--- src/rtl/clk_rate_pkg.sv ---
// constants for the peripheral clock-rate selection block
package clk_rate_pkg;
  // avalon address is a byte address, four times the register index
  localparam int ADDR_W = 10;
  localparam logic [7:0] MAIN_IDX = 8'h8F;
  localparam logic [7:0] SERIAL_IDX = 8'hAF;
  localparam logic [ADDR_W-1:0] MAIN_ADDR = {MAIN_IDX, 2'b00};
  localparam logic [ADDR_W-1:0] SERIAL_ADDR = {SERIAL_IDX, 2'b00};
  // main register fields
  localparam int BIT_DOUBLE_SPEED = 0;
  localparam int BIT_TIMER0 = 1;
  localparam int BIT_TIMER1 = 2;
  localparam int BIT_TIMER2 = 3;
  localparam int BIT_UART = 4;
  localparam int BIT_COUNTER_ARRAY = 5;
  localparam int BIT_WATCHDOG = 6;
  localparam logic [6:1] MAIN_SEL_RESET = 6'h00;
  // serial register field
  localparam int BIT_SPI = 0;
  localparam logic SERIAL_RESET = 1'b0;
  // tick channel order: 0..5 follow main bits 1..6, 6 is spi, 7 is the core
  localparam int CH_UART = 3;
  localparam int CH_CORE = 7;
  localparam int NUM_CH = 8;
  // oscillator periods per cycle
  localparam int PERIODS_STD = 12;
  localparam int PERIODS_FAST = 6;
  localparam int CNT_W = 4;
  localparam logic [1:0] STRAP_SETTLE = 2'h2;
endpackage

--- src/rtl/peripheral_clock_rate_select.sv ---
// clock-rate selection registers and tick generators for core and peripherals
`timescale 1ns/1ps
`default_nettype none
module peripheral_clock_rate_select
  import clk_rate_pkg::*;
(
  input wire logic core_clk_in,
  input wire logic resetn_in,
  input wire logic [ADDR_W-1:0] avs_address_in,
  input wire logic avs_read_in,
  input wire logic avs_write_in,
  input wire logic [31:0] avs_writedata_in,
  input wire logic [3:0] avs_byteenable_in,
  output logic [31:0] avs_readdata_out,
  output logic avs_waitrequest_out,
  input wire logic security_double_speed_in,
  input wire logic [1:0] uart_mode_in,
  output logic double_speed_out,
  output logic core_tick_out,
  output logic [6:0] periph_tick_out,
  output logic uart_tick_out
);

  ////////////////////////////////////////////////////////////////////////////
  // bus decode

  logic wait_ff;
  logic [31:0] rdata_ff;
  logic [6:1] main_sel_ff;
  logic double_speed_ff;
  logic spi_sel_ff;

  wire req = avs_read_in | avs_write_in;
  // first edge of a request registers read data and drops waitrequest
  wire accept = req & wait_ff;
  // second edge, seen with waitrequest low, completes the transfer
  wire finish = req & ~wait_ff;
  wire hit_main = (avs_address_in == MAIN_ADDR);
  wire hit_serial = (avs_address_in == SERIAL_ADDR);
  // a write lands only at the completing edge, where the master ends it
  wire wr_lane0 = finish & avs_write_in & avs_byteenable_in[0];
  wire wr_main = wr_lane0 & hit_main;
  wire wr_serial = wr_lane0 & hit_serial;
  // reserved bit 7 is not stored and reads as zero
  wire [7:0] main_view = {1'b0, main_sel_ff, double_speed_ff};
  wire [7:0] serial_view = {7'h00, spi_sel_ff};
  wire [31:0] nxt_rdata = hit_main ? {24'h000000, main_view} :
                          hit_serial ? {24'h000000, serial_view} : 32'h00000000;
  wire load_rdata = accept & avs_read_in;

  // waitrequest is low for exactly one cycle per request
  always_ff @(posedge core_clk_in or negedge resetn_in) begin
    if (!resetn_in) begin
      wait_ff <= 1'b1;
    end else begin
      wait_ff <= ~accept;
    end
  end

  // read data stand from the answer cycle until the next read
  always_ff @(posedge core_clk_in or negedge resetn_in) begin
    if (!resetn_in) begin
      rdata_ff <= 32'h00000000;
    end else if (load_rdata) begin
      rdata_ff <= nxt_rdata;
    end
  end

  assign avs_readdata_out = rdata_ff;
  assign avs_waitrequest_out = wait_ff;

  ////////////////////////////////////////////////////////////////////////////
  // security strap capture

  logic strap_meta_ff;
  logic strap_sync_ff;
  logic [1:0] settle_ff;
  logic loaded_ff;
  // the strap is a pin level, so it is synchronised before it is trusted
  wire strap_load = ~loaded_ff & (settle_ff == STRAP_SETTLE);

  always_ff @(posedge core_clk_in or negedge resetn_in) begin
    if (!resetn_in) begin
      strap_meta_ff <= 1'b0;
      strap_sync_ff <= 1'b0;
    end else begin
      strap_meta_ff <= security_double_speed_in;
      strap_sync_ff <= strap_meta_ff;
    end
  end

  // the settle count lets the synchroniser fill before the strap is used
  always_ff @(posedge core_clk_in or negedge resetn_in) begin
    if (!resetn_in) begin
      settle_ff <= 2'h0;
    end else if (!loaded_ff && settle_ff != STRAP_SETTLE) begin
      settle_ff <= settle_ff + 2'h1;
    end
  end

  // one load per reset, so later writes own the bit
  always_ff @(posedge core_clk_in or negedge resetn_in) begin
    if (!resetn_in) begin
      loaded_ff <= 1'b0;
    end else if (strap_load) begin
      loaded_ff <= 1'b1;
    end
  end

  ////////////////////////////////////////////////////////////////////////////
  // control registers

  always_ff @(posedge core_clk_in or negedge resetn_in) begin
    if (!resetn_in) begin
      main_sel_ff <= MAIN_SEL_RESET;
    end else if (wr_main) begin
      main_sel_ff <= avs_writedata_in[BIT_WATCHDOG:BIT_TIMER0];
    end
  end

  always_ff @(posedge core_clk_in or negedge resetn_in) begin
    if (!resetn_in) begin
      double_speed_ff <= 1'b0;
    end else if (strap_load) begin
      // strap load beats a racing write
      double_speed_ff <= strap_sync_ff;
    end else if (wr_main) begin
      double_speed_ff <= avs_writedata_in[BIT_DOUBLE_SPEED];
    end
  end

  always_ff @(posedge core_clk_in or negedge resetn_in) begin
    if (!resetn_in) begin
      spi_sel_ff <= SERIAL_RESET;
    end else if (wr_serial) begin
      spi_sel_ff <= avs_writedata_in[BIT_SPI];
    end
  end

  ////////////////////////////////////////////////////////////////////////////
  // glitch-free double-speed switch

  logic half_ff;
  logic speed_eff_ff;

  // half_ff low marks the edge on which the oscillator/2 phase rises
  always_ff @(posedge core_clk_in or negedge resetn_in) begin
    if (!resetn_in) begin
      half_ff <= 1'b0;
      speed_eff_ff <= 1'b0;
    end else begin
      half_ff <= ~half_ff;
      // sample only as the half-rate clock rises
      if (!half_ff) begin
        speed_eff_ff <= double_speed_ff;
      end
    end
  end

  assign double_speed_out = speed_eff_ff;

  ////////////////////////////////////////////////////////////////////////////
  // tick generators

  // core channel has no select of its own, so it rides a constant zero
  wire [NUM_CH-1:0] sel_vec = {1'b0, spi_sel_ff, main_sel_ff};
  wire [NUM_CH-1:0] ticks;

  genvar ch;
  generate
    for (ch = 0; ch < NUM_CH; ch++) begin : g_ch
      // select gated by double-speed; zero means fast
      wire fast = speed_eff_ff & ~sel_vec[ch];
      rate_divider u_div (
        .core_clk_in(core_clk_in),
        .resetn_in(resetn_in),
        .fast_in(fast),
        .tick_out(ticks[ch])
      );
    end
  endgenerate

  assign core_tick_out = ticks[CH_CORE];
  assign periph_tick_out = ticks[NUM_CH-2:0];

  ////////////////////////////////////////////////////////////////////////////
  // uart clock by serial mode

  logic uart_tick_ff;
  // modes 0 and 2 use the selectable uart rate
  wire uart_sel_mode = (uart_mode_in == 2'h0) | (uart_mode_in == 2'h2);
  wire nxt_uart_tick = uart_sel_mode ? ticks[CH_UART] : ticks[CH_CORE];

  always_ff @(posedge core_clk_in or negedge resetn_in) begin
    if (!resetn_in) begin
      uart_tick_ff <= 1'b0;
    end else begin
      uart_tick_ff <= nxt_uart_tick;
    end
  end

  assign uart_tick_out = uart_tick_ff;
endmodule
`default_nettype wire

--- src/rtl/rate_divider.sv ---
// one-cycle tick every 6 or 12 oscillator periods
`timescale 1ns/1ps
`default_nettype none
module rate_divider
  import clk_rate_pkg::*;
(
  input wire logic core_clk_in,
  input wire logic resetn_in,
  input wire logic fast_in,
  output logic tick_out
);
  localparam logic [CNT_W-1:0] LAST_STD = CNT_W'(PERIODS_STD - 1);
  localparam logic [CNT_W-1:0] LAST_FAST = CNT_W'(PERIODS_FAST - 1);

  logic [CNT_W-1:0] cnt_ff;
  logic tick_ff;
  wire [CNT_W-1:0] last = fast_in ? LAST_FAST : LAST_STD;
  // a rate change mid-count moves the end of the current cycle; a count already past the new end wraps at the next edge
  wire wrap = (cnt_ff >= last);
  wire [CNT_W-1:0] nxt_cnt = wrap ? '0 : cnt_ff + CNT_W'(1);

  always_ff @(posedge core_clk_in or negedge resetn_in) begin
    if (!resetn_in) begin
      cnt_ff <= '0;
      tick_ff <= 1'b0;
    end else begin
      cnt_ff <= nxt_cnt;
      tick_ff <= wrap;
    end
  end

  assign tick_out = tick_ff;
endmodule
`default_nettype wire

--- config.mk ---
export PLATFORM = sky130hd
export DESIGN_NAME = peripheral_clock_rate_select
export DESIGN_NICKNAME = d
export VERILOG_FILES = /design/src/rtl/clk_rate_pkg.sv /design/src/rtl/peripheral_clock_rate_select.sv /design/src/rtl/rate_divider.sv
export SDC_FILE = /design/constraint.sdc
export NUM_CORES = 1
export LEC_CHECK = 0
export BUFFER_PORTS_ARGS = -buffer_cell sky130_fd_sc_hd__buf_4
export CAP_MARGIN = 20
export CORE_MARGIN = 2
export CORE_UTILIZATION = 40
export CTS_BUF_LIST = sky130_fd_sc_hd__clkbuf_8
export DETAILED_ROUTE_END_ITERATION = 8
export HOLD_SLACK_MARGIN = 0.15
export PLACE_DENSITY = 0.77
export SLEW_MARGIN = 20
export SYNTH_ARGS = -nofsm -noshare
export SYNTH_HDL_FRONTEND = slang
export SYNTH_HIERARCHICAL = 1
export SYNTH_SLANG_ARGS = --single-unit
--- constraint.sdc ---
create_clock -name core_clk_in -period 1.7 [get_ports core_clk_in]
set_input_delay 0.34 -clock core_clk_in [delete_from_list [all_inputs] [get_ports core_clk_in]]
set_output_delay 0.34 -clock core_clk_in [all_outputs]
set_load 0.01 [all_outputs]
==> results_tabular.tex <==
\begin{tabular}{lr}
\hline
Metric & Value \\
\hline
\multicolumn{2}{l}{\textbf{Status}} \\
Outcome & completed \\
\multicolumn{2}{l}{\textbf{Global routing}} \\
Number of antenna violations at the first check in global routing & 0 \\
Via count of the first global-routing pass & 2122 \\
GRT Total Usage & 13.7\% \\
First-pass GRT wire length & 9320 um \\
Grt total ovfl & 0 \\
Pin count of the biggest net entering global routing & 34 \\
\multicolumn{2}{l}{\textbf{Floorplan}} \\
Ports & 96 \\
Die extent in y & 93.7 um \\
Row count & 32 \\
Floorplan core area & 7770 um2 \\
Die area & 8780 um2 \\
Initial standard-cell utilization of the core & 41.4\% \\
Die Span X & 93.7 um \\
\multicolumn{2}{l}{\textbf{Job}} \\
Max\_cap viols & 0 \\
\multicolumn{2}{l}{\textbf{Placed design}} \\
Post-place setup slack & -2.61 ps \\
Number of buffers added on ports & 41 \\
Dpl cell area & 3610 um2 \\
Placed cell count & 429 \\
Placer's final routability congestion estimate & 0.742 \\
HPWL reported at the end of detailed placement & 4140 um \\
\multicolumn{2}{l}{\textbf{Final layout}} \\
Number of inserted diodes & 0 \\
Final cell area excluding filler cells & 3840 um2 \\
Area used by sequential logic in the layout & 1600 um2 \\
Non-filler cells in the finished layout & 447 \\
Share of cells above drive strength 1 & 26.1\% \\
Footprint of the multi-input gates & 1460 um2 \\
Area growth from synthesis to final layout & 19.4\% \\
FILL cells & 696 \\
Final nets & 426 \\
\multicolumn{2}{l}{\textbf{Clock tree}} \\
CTS tree & built \\
Clock root cell & sky130\_fd\_sc\_hd\_\_clkbuf\_8 \\
Clock slew at the register clock pins of the worst setup and hold paths & 70 ps \\
CTS H-Tree Depth & 3 \\
Number of clock sinks seen by CTS & 64 \\
Post-CTS setup buffer count & 0 \\
Clock latency reported for the late side of the worst-skew pair & 330 ps \\
Max clock buf depth & 2 \\
CTS Buf Count & 9 \\
\multicolumn{2}{l}{\textbf{STA}} \\
Setup Viol. Count Final & 0 \\
Setup slack of the critical path after layout & 122 ps \\
Worst clock skew on the final layout & 11.8 ps \\
Total negative slack for setup checks & 0 ps \\
Min Tclk post-route & 1580 ps \\
Final hold violation count & 0 \\
Part of the cycle the worst path needs & 92.8\% \\
Fmax & 634 MHz \\
Total count of max-transition violations in the final report & 0 \\
RSZ-0062 raised after global routing & false \\
\multicolumn{2}{l}{\textbf{Critical path}} \\
CP max stage cell & sky130\_fd\_sc\_hd\_\_dfrtp\_2 \\
Worst path arrival time & 1800 ps \\
Count of buffering cells on the critical path with inverters included & 1 \\
Destination of the worst register-to-register timing path & g\_ch[1].u\_div/cnt\_ff[3]\$\_DFF\_PN0\_ \\
Crit. End Element & register \\
Maximum fanout along the worst path & 8 \\
Required time worst endpoint & 1920 ps \\
Worst flop-to-flop path startpoint & double\_speed\_out\$\_DFFE\_PN0N\_ \\
Crit-path max cell delay & 460 ps \\
Category of the worst setup path launch point & register \\
Largest delay contributor family on the critical path & flip-flops \\
Reg2Reg Depth & 6 \\
Worst setup path category & reg -> reg \\
Cell chain of the critical path & nor2b\_1 -> inv\_1 -> ha\_1 -> nand2\_1 -> o21ai\_2 -> nor2\_1 \\
Slack of the worst reg-to-reg path & 120 ps \\
\multicolumn{2}{l}{\textbf{Power and ir drop}} \\
Switching power as a share of total power & 34.6\% \\
Reg power frac & 43.0\% \\
IR Drop Worst-Case VDD & 527 uV \\
Sw Pwr & 1.92 mW \\
Areal power density over the cells & 1450 nW/um2 \\
Comb power frac & 33.7\% \\
Leak Pwr & 2.00 nW \\
Portion of total power attributed to the clock network & 23.3\% \\
Int Pwr & 3.64 mW \\
\multicolumn{2}{l}{\textbf{Route}} \\
Average wire per standard cell & 12.5 um \\
Vias after detailed routing & 2068 \\
Residual antenna-violating net count after detailed routing & 0 \\
Initial DRC count & 38 \\
Avg Vias per Cell & 4.63 \\
First-pass detailed-route iteration total & 3 \\
DRC Markers & 0 \\
Detailed Route WL & 5590 um \\
\multicolumn{2}{l}{\textbf{Worst hold path}} \\
Endpoint with the worst hold slack & avs\_waitrequest\_out\$\_DFF\_PN1\_ \\
Min-Delay Startpoint & avs\_write\_in \\
Hold Path Cell Cnt & 2 \\
Hold Path Class & in -> reg \\
\multicolumn{2}{l}{\textbf{Logic synthesis}} \\
Cell area after technology mapping & 3220 um2 \\
Top cells by area in the synthesized netlist & sky130\_fd\_sc\_hd\_\_dfrtp\_1 49\%, sky130\_fd\_sc\_hd\_\_ha\_1 13\%, sky130\_fd\_sc\_hd\_\_buf\_4 5.8\% \\
Leading cell types by count after synthesis & 63 x sky130\_fd\_sc\_hd\_\_dfrtp\_1, 33 x sky130\_fd\_sc\_hd\_\_ha\_1, 32 x sky130\_fd\_sc\_hd\_\_nor2\_1 \\
Dominant synthesized flop cell & sky130\_fd\_sc\_hd\_\_dfrtp\_1 \\
Post-synth EDFFs & 0 \\
Count of unique library cells instantiated by Yosys & 37 \\
Count leader, synth & sky130\_fd\_sc\_hd\_\_dfrtp\_1 \\
Post-Syn Area per Cell & 11.5 um2 \\
Cell type with the largest total area after synthesis & sky130\_fd\_sc\_hd\_\_dfrtp\_1 \\
Instance count of the mapped netlist & 281 \\
Number of synthesized register bits & 64 \\
Register area share after synthesis & 49.8\% \\
Asr flop ratio synth & 100\% \\
Ys Warns & 6 \\
Share of the synthesized area in the top cell type & 49.0\% \\
\hline
\end{tabular}
per-layer routing:
metal	share of wire [%]	vias to the layer above	track usage [%]
met2	48	45	22.6
met4	1.3	0	6.76
li1	-	1017	-
met5	0	-	0
met3	5.1	6	3.85
met1	45	1000	16.5
worst max-delay path by stage:
stage	from	to	slack, ps	cells past startpoint
CTS	double_speed_out$_DFFE_PN0N_	g_ch[3].u_div/cnt_ff[3]$_DFF_PN0_	4	6
finish	double_speed_out$_DFFE_PN0N_	g_ch[1].u_div/cnt_ff[3]$_DFF_PN0_	120	6
global placement	double_speed_out$_DFFE_PN0N_	g_ch[3].u_div/cnt_ff[3]$_DFF_PN0_	60	6
detailed placement	double_speed_out$_DFFE_PN0N_	g_ch[4].u_div/cnt_ff[3]$_DFF_PN0_	-3	6
floorplan	double_speed_out$_DFFE_PN0N_	g_ch[0].u_div/cnt_ff[2]$_DFF_PN0_	210	6
global route	double_speed_out$_DFFE_PN0N_	g_ch[2].u_div/cnt_ff[3]$_DFF_PN0_	8	5
worst register-to-register path: stages, from the launching register on:
cell,delay [ps]
sky130_fd_sc_hd__dfrtp_2,460
sky130_fd_sc_hd__nor2b_1,270
sky130_fd_sc_hd__inv_1,70
sky130_fd_sc_hd__ha_1,290
sky130_fd_sc_hd__nand2_1,70
sky130_fd_sc_hd__o21ai_2,240
sky130_fd_sc_hd__nor2_1,80
layout by cell type (no fill, tap or decap), drive strengths merged, types with 2 or more instances in the layout:
master	Yosys	final
nand3	8	8
ha	33	33
xnor2	9	9
conb	1	25
and3b	2	2
nand2	14	14
nor2b	8	8
clkbuf	1	11
nor2	32	32
o21ai	11	11
a21oi	16	16
mux2	8	8
inv	20	22
a22o	6	6
dlygate4sd3	0	2
xor2	8	8
dfrtp	63	63
buf	25	48
logic make-up after synthesis:
family          share of synthesized area, %
compound gates                          8.78
xor+xnor                                4.63
buf+inv                                 8.28
flops                                   49.8
mux                                     3.11
other cells                            0.116
fa+ha+maj                               12.8
simple gates                            12.5
power groups by stage:
stage	registers [mW]	logic (mW)	clock network, mW
2_1_floorplan	2.40	1.35	0
3_3_place_gp	2.40	1.75	0
3_5_place_dp	2.43	1.88	0
4_1_cts	2.40	1.90	1.34
5_1_grt	2.45	2.20	1.43
6_report	2.39	1.88	1.30
state kept, by name, summed over array words and instances (netlist names), 2 cells and up:
signal and flops:
g_ch.u_div/cnt_ff 32, avs_readdata_out 7, settle_ff 2, main_sel_ff 6
g_ch.u_div/tick_out 8
metrics by stage:
stage,power (mW),utilization [%],hold WS (ps)
3_5_place_dp,4.30,46.4,311
4_1_cts,5.63,49.3,160
6_report,5.57,49.5,174
3_3_place_gp,4.15,46.4,299
2_1_floorplan,3.75,-,44.4
5_1_grt,6.08,49.5,154
layout make-up:
type / instances / share of cell area [%]
Clock inverter: 5 / 1.30
Inverter: 20 / 1.95
Timing Repair Buffer: 50 / 9.90
Multi-Input combinational cell: 195 / 37.9
Clock buffer: 11 / 3.94
Tap cell: 102 / 3.32
Sequential cell: 64 / 41.7
repair_timing:
| item | CTS | global route |
|---|---|---|
| hold endpoints to repair | 30 | 0 |
| hold buffers | 2 | 0 |
| resized for setup | 0 | 5 |
| setup endpoints to repair | 0 | 29 |
Note: power is estimated with default switching activity, not from simulation.
